## src/common/idc_pkg.sv

```systemverilog
package idc_pkg;
    // ****************************************
    // capability header
    // ****************************************
    localparam logic [7:0]  CAP_ID_VAL      = 8'h08;
    localparam logic [7:0]  CAP_TYPE_VAL    = 8'h80;
    localparam logic [7:0]  NEXT_PTR_LAST   = 8'h00;
    localparam int          IDX_LSB         = 16;
    localparam int          IDX_MSB         = 23;
    // ****************************************
    // register offsets and indexes
    // ****************************************
    localparam logic [1:0]  OFF_HEADER      = 2'h0;
    localparam logic [1:0]  OFF_DATAPORT    = 2'h1;
    localparam logic [7:0]  IDX_LAST_INTR   = 8'h01;
    localparam logic [7:0]  IDX_DEF_BASE    = 8'h10;
    localparam int          LAST_LSB        = 16;
    // ****************************************
    // definition register fields and reset
    // ****************************************
    localparam int          NUM_SRC         = 4;
    localparam int          SRC_W           = 2;
    localparam int          B_MASK          = 0;
    localparam int          B_POL           = 1;
    localparam int          B_REQUEST_END_OF_INTERRUPT         = 5;
    localparam int          B_PASS_POSTED_WRITES        = 62;
    localparam int          B_WAIT          = 63;
    localparam logic [63:0] DEF_RESET       = 64'h0000_0000_F800_0001;
    // writable bits: 62, 55:0 (61:56 reserved, 63 write-one-clear)
    localparam logic [63:0] DEF_WMASK       = 64'h40FF_FFFF_FFFF_FFFF;
endpackage

```

## src/common/idc_src_if.sv

```systemverilog
`timescale 1ns/1ps
interface idc_src_if;
    logic [6:0] rd_addr;      // 2 bits source, 1 bit half... packed word addr
    logic [31:0] rd_data;     // registered read word
    modport mem  (input rd_addr, output rd_data);
    modport user (output rd_addr, input rd_data);
endinterface

```

## src/rtl/idc_read_mux.sv

```systemverilog
`timescale 1ns/1ps
// registered read port over the definition words
module idc_read_mux (
    // clock and reset
    input  wire logic         core_clk,
    input  wire logic         rstn,
    // flattened definition registers
    input  wire logic [255:0] defs,
    // read port
    idc_src_if.mem            rp
);
    // ****************************************
    // read register
    // ****************************************
    // output registered so read data comes from a flop
    always_ff @(posedge core_clk or negedge rstn) begin
        if (!rstn) begin
            rp.rd_data <= 32'h0000_0000;
        end else begin
            rp.rd_data <= defs[rp.rd_addr[2:0]*32 +: 32];
        end
    end
endmodule // idc_read_mux

```

## src/rtl/idc_top.sv

```systemverilog
`timescale 1ns/1ps
// Function
// capability id reads fixed 08h
// next pointer read-only, 00h when last
// capability type reads fixed 80h
// index bits 23:16 select dataport register
// software uses whole doubleword dataport accesses
// undefined index reads all zeros
// index 01h reports highest source number
// definition pairs from 10h, two per source
// even index low word, odd high
// definitions return to defaults on reset
// awaiting bit set on send, cleared eoi/w1c
// no resend while awaiting end of interrupt
// pass bit one: attribute set, unordered
// pass bit zero: wait for posted drain
// unsupported ordering makes bit read-only
// info 31:24 writable, resets F8h
// software never writes F9h or above
// message type bits 4:2 writable, reset zero
// polarity bit one means active-low input
// mask resets set, blocks messages
// active unmasked source sends one message
module idc_top #(
    parameter logic [7:0] NEXT_PTR     = idc_pkg::NEXT_PTR_LAST,
    parameter bit         PASS_POSTED_WRITES_FIXED = 1'b0,
    parameter bit         PASS_POSTED_WRITES_VALUE = 1'b0
) (
    // clock and reset
    input  wire logic        core_clk,
    input  wire logic        rstn,
    // configuration access, doubleword granular
    input  wire logic        cfg_rd,
    input  wire logic        cfg_wr,
    input  wire logic [1:0]  cfg_addr,
    input  wire logic [31:0] cfg_wdata,
    output logic      [31:0] cfg_rdata,
    output logic             cfg_rvalid,
    // interrupt source inputs (external pins)
    input  wire logic [3:0]  irq_in,
    // end of interrupt return, one pulse per source
    input  wire logic [3:0]  eoi_in,
    // upstream posted traffic still queued ahead
    input  wire logic        posted_pending,
    // upstream interrupt message
    output logic             msg_valid,
    input  wire logic        msg_ready,
    output logic      [55:0] msg_info,
    output logic             msg_pass_posted_writes,
    output logic      [1:0]  msg_src
);
    // ****************************************
    // state
    // ****************************************
    typedef enum logic [2:0] {
        IDC_IDLE  = 3'b001,   // scanning for requests
        IDC_ORDER = 3'b010,   // holding behind posted writes
        IDC_SEND  = 3'b100    // message on the port
    } idc_state_t;

    idc_state_t  state_ff;           // sender state
    logic [7:0]  index_ff;           // dataport index
    logic [63:0] def_ff [4];         // definition registers
    logic [3:0]  sync1_ff;           // pin sync stage 1
    logic [3:0]  sync2_ff;           // pin sync stage 2
    logic [3:0]  sync3_ff;           // pin sync stage 3
    logic [3:0]  level_ff;           // filtered pin level
    logic [3:0]  prev_ff;            // last active state
    logic [3:0]  pend_ff;            // requests waiting to go
    logic [1:0]  sel_ff;             // source being sent
    logic        rd_hdr_ff;          // read was header
    logic        rd_def_ff;          // read hit a definition
    logic [31:0] rd_fix_ff;          // non-definition read word
    logic [255:0] defs_flat;         // for the read module
    logic [3:0]  active;             // polarity-corrected level
    logic [3:0]  fire;               // new activation
    logic        dp_wr;              // dataport write
    logic        dp_def;             // index hits a definition
    logic [1:0]  dp_src;             // source from index
    logic        dp_hi;              // odd index
    logic [3:0]  eligible;           // may send now
    logic [1:0]  pick;               // lowest eligible source
    logic        sent;               // message accepted

    idc_src_if rif ();

    // ****************************************
    // decode helpers
    // ****************************************
    // index to definition hit
    function automatic logic is_def(input logic [7:0] idx);
        return idx >= idc_pkg::IDX_DEF_BASE &&
               idx < idc_pkg::IDX_DEF_BASE + 8'(2 * idc_pkg::NUM_SRC);
    endfunction

    // lowest set bit
    function automatic logic [1:0] low_one(input logic [3:0] v);
        logic [1:0] r;
        r = 2'd0;
        for (int i = 3; i >= 0; i--) begin
            if (v[i]) begin
                r = 2'(i);
            end
        end
        return r;
    endfunction

    always_comb begin
        dp_def = is_def(index_ff);
        dp_src = index_ff[2:1];
        dp_hi  = index_ff[0];
        dp_wr  = cfg_wr && cfg_addr == idc_pkg::OFF_DATAPORT;
    end

    // ****************************************
    // index register
    // ****************************************
    // only the index byte of the header is writable
    always_ff @(posedge core_clk or negedge rstn) begin
        if (!rstn) begin
            index_ff <= 8'h00;
        end else if (cfg_wr && cfg_addr == idc_pkg::OFF_HEADER) begin
            index_ff <= cfg_wdata[idc_pkg::IDX_MSB:idc_pkg::IDX_LSB];
        end
    end

    // ****************************************
    // pin synchroniser and filter
    // ****************************************
    always_ff @(posedge core_clk or negedge rstn) begin
        if (!rstn) begin
            sync1_ff <= 4'h0;
            sync2_ff <= 4'h0;
            sync3_ff <= 4'h0;
            level_ff <= 4'h0;
        end else begin
            sync1_ff <= irq_in;
            sync2_ff <= sync1_ff;
            sync3_ff <= sync2_ff;
            // change accepted once stages two and three agree
            for (int i = 0; i < 4; i++) begin
                if (sync2_ff[i] == sync3_ff[i]) begin
                    level_ff[i] <= sync3_ff[i];
                end
            end
        end
    end

    always_comb begin
        for (int i = 0; i < 4; i++) begin
            active[i] = level_ff[i] ^ def_ff[i][idc_pkg::B_POL];
        end
        fire = active & ~prev_ff;
    end

    // ****************************************
    // activation edge and pending requests
    // ****************************************
    // a rising activation is one request; a level held does not repeat
    always_ff @(posedge core_clk or negedge rstn) begin
        if (!rstn) begin
            prev_ff <= 4'h0;
            pend_ff <= 4'h0;
        end else begin
            prev_ff <= active;
            for (int i = 0; i < 4; i++) begin
                if (fire[i]) begin
                    pend_ff[i] <= 1'b1;
                end else if (sent && sel_ff == 2'(i)) begin
                    pend_ff[i] <= 1'b0;
                end
            end
        end
    end

    // masked or awaiting eoi sources keep their request parked
    always_comb begin
        for (int i = 0; i < 4; i++) begin
            eligible[i] = pend_ff[i] &&
                !def_ff[i][idc_pkg::B_MASK] &&
                !def_ff[i][idc_pkg::B_WAIT];
        end
        pick = low_one(eligible);
        sent = state_ff == IDC_SEND && msg_ready;
    end

    // ****************************************
    // sender state machine
    // ****************************************
    always_ff @(posedge core_clk or negedge rstn) begin
        if (!rstn) begin
            state_ff <= IDC_IDLE;
            sel_ff   <= 2'd0;
        end else begin
            unique case (state_ff)
                IDC_IDLE: begin
                    if (|eligible) begin
                        sel_ff   <= pick;
                        state_ff <= IDC_ORDER;
                    end
                end
                IDC_ORDER: begin
                    // unordered messages skip the posted drain
                    if (def_ff[sel_ff][idc_pkg::B_PASS_POSTED_WRITES] ||
                        !posted_pending) begin
                        state_ff <= IDC_SEND;
                    end
                end
                IDC_SEND: begin
                    if (msg_ready) begin
                        state_ff <= IDC_IDLE;
                    end
                end
            endcase
        end
    end

    // message fields taken live from the chosen definition
    always_comb begin
        msg_valid              = state_ff == IDC_SEND;
        msg_info               = def_ff[sel_ff][55:0];
        msg_pass_posted_writes = def_ff[sel_ff][idc_pkg::B_PASS_POSTED_WRITES];
        msg_src                = sel_ff;
    end

    // ****************************************
    // definition registers
    // ****************************************
    always_ff @(posedge core_clk or negedge rstn) begin
        if (!rstn) begin
            for (int i = 0; i < 4; i++) begin
                def_ff[i] <= idc_pkg::DEF_RESET;
                // a fixed ordering bit never shows the other behaviour
                if (PASS_POSTED_WRITES_FIXED) begin
                    def_ff[i][idc_pkg::B_PASS_POSTED_WRITES] <= PASS_POSTED_WRITES_VALUE;
                end
            end
        end else begin
            for (int i = 0; i < 4; i++) begin
                // software field writes
                if (dp_wr && dp_def && dp_src == 2'(i)) begin
                    if (dp_hi) begin
                        def_ff[i][62:32] <= (def_ff[i][62:32] &
                            ~idc_pkg::DEF_WMASK[62:32]) |
                            (cfg_wdata[30:0] &
                             idc_pkg::DEF_WMASK[62:32]);
                    end else begin
                        def_ff[i][31:0] <= cfg_wdata;
                    end
                end
                if (PASS_POSTED_WRITES_FIXED) begin
                    def_ff[i][idc_pkg::B_PASS_POSTED_WRITES] <= PASS_POSTED_WRITES_VALUE;
                end
                // set on send wins over eoi or software clear
                if (sent && sel_ff == 2'(i) &&
                    def_ff[i][idc_pkg::B_REQUEST_END_OF_INTERRUPT]) begin
                    def_ff[i][idc_pkg::B_WAIT] <= 1'b1;
                end else if (eoi_in[i] ||
                    (dp_wr && dp_def && dp_hi && dp_src == 2'(i) &&
                     cfg_wdata[31])) begin
                    def_ff[i][idc_pkg::B_WAIT] <= 1'b0;
                end
            end
        end
    end

    // ****************************************
    // read path
    // ****************************************
    always_comb begin
        for (int i = 0; i < 4; i++) begin
            defs_flat[i*64 +: 64] = def_ff[i];
        end
        rif.rd_addr = {4'h0, dp_src, dp_hi};
    end

    idc_read_mux u_rd (
        .core_clk (core_clk),
        .rstn     (rstn),
        .defs     (defs_flat),
        .rp       (rif.mem)
    );

    // fixed words captured alongside the definition read
    always_ff @(posedge core_clk or negedge rstn) begin
        if (!rstn) begin
            rd_hdr_ff  <= 1'b0;
            rd_def_ff  <= 1'b0;
            rd_fix_ff  <= 32'h0000_0000;
            cfg_rvalid <= 1'b0;
        end else begin
            cfg_rvalid <= cfg_rd;
            rd_hdr_ff  <= cfg_addr == idc_pkg::OFF_HEADER;
            rd_def_ff  <= dp_def;
            if (cfg_addr == idc_pkg::OFF_HEADER) begin
                rd_fix_ff <= {idc_pkg::CAP_TYPE_VAL, index_ff,
                              NEXT_PTR, idc_pkg::CAP_ID_VAL};
            end else if (index_ff == idc_pkg::IDX_LAST_INTR) begin
                rd_fix_ff <= {8'h00, 8'(idc_pkg::NUM_SRC - 1),
                              16'h0000};
            end else begin
                rd_fix_ff <= 32'h0000_0000;
            end
        end
    end

    always_comb begin
        if (!rd_hdr_ff && rd_def_ff) begin
            cfg_rdata = rif.rd_data;
        end else begin
            cfg_rdata = rd_fix_ff;
        end
    end
endmodule // idc_top

```

## config.mk

```make
export PLATFORM = sky130hd
export DESIGN_NAME = idc_top
export DESIGN_NICKNAME = d
export VERILOG_FILES = /design/src/common/idc_pkg.sv /design/src/common/idc_src_if.sv /design/src/rtl/idc_read_mux.sv /design/src/rtl/idc_top.sv
export SDC_FILE = /design/constraint.sdc
export NUM_CORES = 1
export LEC_CHECK = 0
export BUFFER_PORTS_ARGS = -buffer_cell sky130_fd_sc_hd__buf_2
export CELL_PAD_IN_SITES_DETAIL_PLACEMENT = 0
export CELL_PAD_IN_SITES_GLOBAL_PLACEMENT = 1
export CORE_MARGIN = 4
export CORE_UTILIZATION = 54
export CTS_CLUSTER_SIZE = 12
export DETAILED_ROUTE_END_ITERATION = 7
export HOLD_SLACK_MARGIN = 0.06
export PLACE_DENSITY = 0.95
export SYNTH_ARGS = -nofsm -noshare
export SYNTH_HDL_FRONTEND = slang
export SYNTH_SLANG_ARGS = --single-unit
```

## constraint.sdc

```tcl
create_clock -name core_clk -period 4.4 [get_ports core_clk]
set_input_delay 0 -clock core_clk [delete_from_list [all_inputs] [get_ports core_clk]]
set_output_delay 0 -clock core_clk [all_outputs]
set_load 0.02 [all_outputs]
```

==> results by group, run 1 <==
Synthesis
  • Synthesized instance count: 893
  • Synthesized flop and latch total: 312
  • EDFF count, synth: 0
  • Most used DFF post-synth: dfrtp_1
  • Average size of a mapped cell: between 15 and 20 µm²
  • Post-synth net total: 941
  • Register area share after synthesis: between 50% and 60%
  • Synth Warn #: 0
  • Ys async rst share: 100.0%
  • Synthesized area: roughly 15000 µm²
  • Netlist cell types: 43

Cells and area
  • Fin cells: between 1000 and 1500
  • Area grow syn2layout: 18.01%
  • Share of layout cells above drive strength 1: ~54%
  • Most frequent cells in the layout: 283 x dfrtp_1, 218 x mux2_2, 139 x buf_2
  • Final Core Density: between 60 and 70%
  • Nets: about 1100
  • Commonest non-fill, non-tap cell in the layout: dfrtp_1
  • Final Cell Area: roughly 17000 µm²
  • Final-layout fill cell count: 1888

Worst setup path
  • WP buf/inv: 1
  • Critical Path End Type: flop
  • CP Launch Type: flop
  • Critical Path AT: roughly 3300 ps
  • CP peak stage delay: about 800 ps
  • Critical path fanouts, max: 52
  • Top Family by Delay on Critical Path: simple AND/OR/NAND/NOR gates
  • Crit Path Class: reg2reg
  • CP cell instances: or3_1 > nor4_4 > buf_4 > mux2_2
  • CP required: around 4800 ps
  • Slowest cell on crit path: dfrtp_4

STA
  • F_max: between 300 and 400 MHz
  • Final Setup Violations: 0
  • Fin Hold WS: 140.7 ps
  • Final WS setup: about 1500 ps
  • Final slew viol count: 0
  • Min Tclk post-route: 2903 ps
  • TNS Setup: 0 ps
  • Slew @ Worst Pin: between 1000 and 1500 ps
  • Final setup skew: between 20 and 25 ps
  • Final period utilization: roughly two thirds
  • Max-slew headroom: around 31%
  • Final Hold Vio Count: 0
  • RSZ-0062 raised after global routing: no

Detailed routing
  • DR top layer: met4
  • Vias: 8808
  • Drt wl/cell: ~24 µm
  • DRC: 0
  • DR pass1 iterations: 4
  • WL final: about 34000 µm
  • Met3 WL post-DR: roughly 2400 µm
  • Initial DRC Count: about 800
  • M1 WL: ~14000 µm
  • Antenna Nets Post-Route: 0
  • Routed wl met2: between 15000 and 20000 µm
  • Via/cell ratio: roughly 6.1

Die
  • DIE WIDTH: 173.1 µm
  • DIE AREA: roughly 30000 µm²
  • Core area: between 20000 and 30000 µm²
  • FP Rows: 60
  • Initial core utilization: 54.77%
  • Die height: approximately 170 µm
  • I/O Pins: around 140

Clock tree
  • Max clock buf depth: 3
  • H-tree Lvls: 2
  • Root buf cell: clkbuf_16
  • CTS Sinks: approximately 310
  • Num CTS Buffers: 34
  • CTS tree: built
  • Setup Fix Bufs, Post-CTS: 0
  • Clock latency on the worst-skew pair: about 500 ps
  • Worst-path clk slew: approximately 60 ps

Pwr
  • Clock Power Share: 36.3%
  • Internal Power: 5.579 mW
  • P_leak: 8.296 nW
  • Sequential Power Share: a little under half
  • Switching share of power: 28.31%
  • P_sw: approximately 2.2 mW
  • Pwr dens: 447.9 nW/µm²
  • Tot Pwr: between 7 and 8 mW
  • Combinational share of power: 18.1%
  • Peak supply drop: 0.2707 mV

Placed design
  • Gpl congestion: slightly below 0.8
  • Post-place setup slack: ~1500 ps
  • Placed cells: between 1000 and 1500
  • Placed cell area: 15770 µm²
  • Input/output buffers: 140
  • Estimated wirelength of the detail-placed design: 21270 µm

Job
  • Max cap viols: 0

GRT
  • Antenna violations before repair: 1
  • Total gr overflow: 0
  • Total GRT Usage: a little under a quarter
  • Vias in the first global route: 9728
  • Largest net degree at the start of global routing: around 120
  • Global-route wire length before repair: between 50000 and 60000 µm

Outcome
  • Status: completed

Worst hold path
  • HP Class: in2reg
layer usage:
layer,vias up,GRT usage (%)
li1,3784,-
met1,4681,32.13
met2,291,38.69
met3,52,4.744
met4,0,6.618
met5,-,0
final timing paths:
path                              from            endpoint  slack [ps]  cells past startpoint
max in group asynchronous         rstn  u_rd.rp.rd_data[5]        3010                      3
min in group asynchronous         rstn         sync2_ff[1]         150                      2
hold reg to reg            sync1_ff[1]         sync2_ff[1]         340                      0
hold / removal                  cfg_rd          cfg_rvalid         140                      2
setup / recovery           index_ff[1]         def_ff[214]        1500                      4
setup reg to reg           index_ff[1]         def_ff[214]        1500                      4
kinds of logic (layout without fill, tap and decap cells):
logic type | Yosys count | count (layout) | share of synthesized area, %
other | 0 | 1 | 0
muxes | 385 | 385 | 38.25
AOI/OAI and AO/OA | 25 | 25 | 1.360
and+or+nand+nor | 93 | 93 | 4.343
buffers and inverters | 70 | 276 | 2.286
adders and majority gates | 4 | 4 | 0.2720
DFF | 312 | 312 | 53.25
xor gates and xnor gates | 4 | 4 | 0.2380
flip-flops by register name (all words and copies together) (netlist names):
name	count
sync2_ff	4
index_ff	8
rd_def_ff	1
state_ff	3
pend_ff	4
cfg_rvalid	1
sync3_ff	4
sync1_ff	4
level_ff	4
rd_fix_ff	9
prev_ff	4
def_ff	232
u_rd.rp.rd_data	32
msg_src	2
power groups by stage:
stage	sequential (mW)	clock, mW	combinational (mW)
6_report	3.54	2.83	1.41
3_3_place_gp	3.58	0	1.36
3_5_place_dp	3.60	0	1.38
4_1_cts	3.55	2.87	1.42
5_1_grt	3.60	3.01	1.50
2_1_floorplan	3.24	0	1.22
timing repair:
item / 4_1_cts / 5_1_grt
resized for setup: 0 / 0
endpoints found under the hold margin: 369 / 0
hold buffers: 48 / 0
Yosys cell counts, drive strengths merged, types with 2 or more instances:
cell type | instances | area [µm²]
dfrtp | 287 | 7182
mux2 | 270 | 3040
mux4 | 115 | 2590
buf | 37 | 212.7
and2 | 29 | 181.4
dfstp | 25 | 656.9
clkbuf | 24 | 90.09
nor2b | 13 | 81.33
inv | 9 | 33.78
nor4 | 9 | 120.1
nand2 | 8 | 30.03
or3b | 6 | 52.55
nand3 | 5 | 25.02
nor3 | 5 | 25.02
a21o | 4 | 30.03
a22o | 4 | 35.03
maj3 | 4 | 40.04
nor2 | 4 | 15.01
o41ai | 4 | 35.03
xor2 | 4 | 35.03
nand3b | 3 | 22.52
nor3b | 3 | 22.52
a32oi | 2 | 17.52
and3b | 2 | 17.52
nand4 | 2 | 12.51
o21a | 2 | 15.01
o21ai | 2 | 10.01
o22a | 2 | 17.52
final cells by class:
type / instances / area [µm²] / area share, %
flip-flops and latches: 312 / 7854 / 45.21
multi-input cells: 511 / 6579 / 37.87
repair buffers: 209 / 1361 / 7.836
clock buffers: 55 / 1071 / 6.165
well taps: 341 / 426.7 / 2.456
clock inverters: 3 / 43.79 / 0.2521
inverters: 9 / 33.78 / 0.1945
diodes: 1 / 2.502 / 0.01441
Power figures use the tool's default switching activity.
==> run 2, diff against run 1 <==
ABC_AREA = 1   (was unset)
CORE_UTILIZATION = 45   (was 54)
PLACE_DENSITY = 0.91   (was 0.95)
clock period = 2.8 ns   (was 4.4 ns; I/O delays follow)
==> run 2 against run 1 <==
Against the previous run:
- count of clock-buffer cells in the layout grew 1
- design area grew 3.9%
- worst setup slack lost 1400 ps
- non-clock buffer count grew 29
- die area grew 24%
- wire length grew 35%
- highest routed layer unchanged
==> results by group, run 2 <==
STA
  • Final Setup Violations: 0 (unchanged)
  • RSZ-0062 raised after global routing: no
  • Final period utilization: roughly 96%
  • TNS Setup: 0 ps (unchanged)
  • Final slew viol count: 0 (unchanged)
  • Fin Hold WS: 131.5 ps (-9.197 ps)
  • Slew @ Worst Pin: 1021 ps (-10.74 ps)
  • Min Tclk post-route: roughly 2700 ps
  • Final Hold Vio Count: 0 (unchanged)
  • F_max: about 370 MHz
  • Max-slew headroom: 31.83% (+0.64 points)
  • Final setup skew: 23.38 ps (+3.038 ps)

Worst setup path
  • R2R cell count: 8 (+4)
  • Crit Path Class: reg2out
  • CP required: 2800 ps (-1980 ps)
  • CP Launch Type: flop
  • Slowest cell on crit path: inv_1
  • Top Family by Delay on Critical Path: buffers and inverters
  • R2R Path Start: index_ff[6]
  • CP cell instances: nor2_4 > inv_1 > o221ai_1 > buf_2
  • Critical Path AT: 2700 ps (-580 ps)
  • Worst R2R End: def_ff[191]
  • Reg2Reg Setup Slack: 250 ps (-1250 ps)
  • CP peak stage delay: 760 ps (-20 ps)
  • Critical path fanouts, max: 23 (-56%)
  • Critical Path End Type: output port
  • WP buf/inv: 2 (+1)

Synthesis
  • Synthesized flop and latch total: 312 (unchanged)
  • Share of the synthesized area in the top cell type: 46.95% (-1.8 points)
  • Ys async rst share: 100.0% (unchanged)
  • Most used DFF post-synth: dfrtp_1
  • Register area share after synthesis: 51.24% (-2.0 points)
  • Post-synth top cells: 430 x nand2_1, 320 x inv_1, 287 x dfrtp_1, 135 x o21ai_0, 120 x o21ai_1
  • Ranking of synthesized cells by area: dfrtp_1 47%, nand2_1 11%, inv_1 7.9%, o21ai_0 4.4%, dfstp_2 4.3%
  • Post-synth net total: 1905 (+100%)
  • EDFF count, synth: 0 (unchanged)
  • Netlist cell types: 34 (-21%)
  • Leading area contributor after synthesis: dfrtp_1
  • Synthesized instance count: 1857 (+110%)
  • Top-count cell post-synth: nand2_1
  • Average size of a mapped cell: 8.238 µm² (-50%)
  • Synthesized area: 15300 µm² (+3.9%)
  • Synth Warn #: 0 (unchanged)

GRT
  • Total GRT Usage: 25.24% (+1.8 points)
  • Vias in the first global route: 13010 (+34%)
  • GR peak layer: met2
  • Global-route wire length before repair: 73410 µm (+31%)
  • Largest net degree at the start of global routing: 72 (-38%)
  • Grt met2 use: 39.80% (+1.1 points)
  • Met3 usage: 4.070% (-0.67 points)
  • Met1 Use GR: 36.28% (+4.2 points)
  • Total gr overflow: 0 (unchanged)
  • Antenna violations before repair: 0 (-1)

Placed design
  • Placed cells: 2369 (+78%)
  • Gpl congestion: 0.8473 (+8.0%)
  • Input/output buffers: 140 (unchanged)
  • Placed cell area: 16330 µm² (+3.5%)
  • Estimated wirelength of the detail-placed design: 28750 µm (+35%)

Job
  • Max cap viols: 0 (unchanged)

Detailed routing
  • Vias: 13460 (+53%)
  • DRC: 0 (unchanged)
  • Drt wl/cell: 18.64 µm (-22%)
  • Initial DRC Count: 1419 (+77%)
  • Antenna Nets Post-Route: 0 (unchanged)
  • WL final: 46460 µm (+35%)
  • Via/cell ratio: 5.398 (-12%)
  • DR pass1 iterations: 5 (+1)

Clock tree
  • # resized after CTS: 0 (unchanged)
  • Max clock buf depth: 3 (unchanged)
  • H-tree Lvls: 2 (unchanged)
  • Clock latency on the worst-skew pair: 520 ps (+20 ps)
  • Root buf cell: clkbuf_16
  • Num CTS Buffers: 35 (+2.9%)
  • CTS Sinks: 312 (unchanged)
  • CTS tree: built
  • Worst-path clk slew: 60 ps (about the same)

Outcome
  • Status: completed

Die
  • DIE AREA: 37010 µm² (+24%)
  • I/O Pins: 141 (unchanged)
  • Core area: 33530 µm² (+25%)
  • Die height: 192.4 µm (+11%)
  • Initial core utilization: 45.62% (-9.2 points)
  • DIE WIDTH: 192.4 µm (+11%)
  • FP Rows: 67 (+12%)

Cells and area
  • Share of layout cells above drive strength 1: 16.14% (-37 points)
  • Largest register FFs: 232 (unchanged)
  • Most frequent cells in the layout: 428 x nand2_1, 320 x inv_1, 283 x dfrtp_1
  • Biggest regs: def_ff (232), u_rd.rp.rd_data (32), rd_fix_ff (9)
  • Fin cells: 2493 (+73%)
  • Commonest non-fill, non-tap cell in the layout: nand2_1
  • Area grow syn2layout: 18.04% (about the same)
  • Nets: 2066 (+84%)
  • # diodes: 0 (-1)
  • Final Core Density: 53.85% (-11 points)
  • Final Cell Area: 18060 µm² (+3.9%)
  • Top reg by flops: def_ff

Worst hold path
  • Min-delay src: cfg_rd
  • Worst hold endpoint: cfg_rvalid
  • HP Class: in2reg
  • Hold Crit Depth: 2 (unchanged)

Pwr
  • Peak supply drop: 0.5038 mV (+86%)
  • P_leak: 8.628 nW (+4.0%)
  • Pwr dens: 748.0 nW/µm² (+67%)
==> run 2: worst max path at each step <==
stage                      from            to  slack [ps]  cells after the start
floorplan           state_ff[1]    pend_ff[0]        1090                      4
global placement     msg_src[1]  msg_info[23]         750                      4
detailed placement   msg_src[1]  msg_info[23]         710                      4
CTS                 index_ff[6]   def_ff[255]          80                      8
global route         msg_src[1]  msg_info[22]          50                      4
finish               msg_src[1]  msg_info[23]         100                      4
==> run 2: repair_timing <==
item | 4_1_cts | 5_1_grt
hold buffers | 55 | 0
endpoints found under the setup margin | 0 | 2
buffers inserted | 0 | 5
endpoints found under the hold margin | 515 | 0
==> run 2: report_power, final <==
part | internal [mW] | leakage (nW) | switching [mW] | total, mW
combinational | 1.16 | 4.36 | 2.49 | 3.65
sequential | 4.99 | 3.71 | 0.348 | 5.34
clock | 2.69 | 0.557 | 1.83 | 4.52
total | 8.84 | 8.63 | 4.67 | 13.5
==> run 2: kinds of logic (layout without fill, tap and decap cells) <==
| kind of cell | count (synthesis) | in the layout | synth area share [%] |
|---|---|---|---|
| and+or+nand+nor | 592 | 592 | 15.82 |
| DFF | 312 | 312 | 51.24 |
| muxes | 8 | 8 | 0.5889 |
| adders and majority gates | 4 | 4 | 0.2617 |
| AOI/OAI and AO/OA | 503 | 503 | 19.86 |
| buffers and inverters | 438 | 626 | 12.23 |
==> run 2: final cells by class <==
cell class / count / area (µm²)
clock buffer: 56 / 1056
clock inverter: 8 / 82.58
fill: 3147 / 15480
inverter: 324 / 1216
multi-input combinational: 1107 / 5613
sequential: 312 / 7844
tap: 448 / 560.5
timing repair buffer: 238 / 1684
==> run 2: stage by stage <==
step / power [mW] / setup slack, ps
2_1_floorplan: 7.538 / 1086
3_3_place_gp: 8.910 / 749.1
3_5_place_dp: 8.962 / 713.6
4_1_cts: 13.58 / 81.21
5_1_grt: 14.16 / 49.75
6_report: 13.51 / 100.1
==> run 2: routing by layer <==
layer	routed length (µm)	vias up
met2	21060	625
met3	3812	84
met1	20400	6392
li1	-	6357
met4	1190	0
met5	0	-
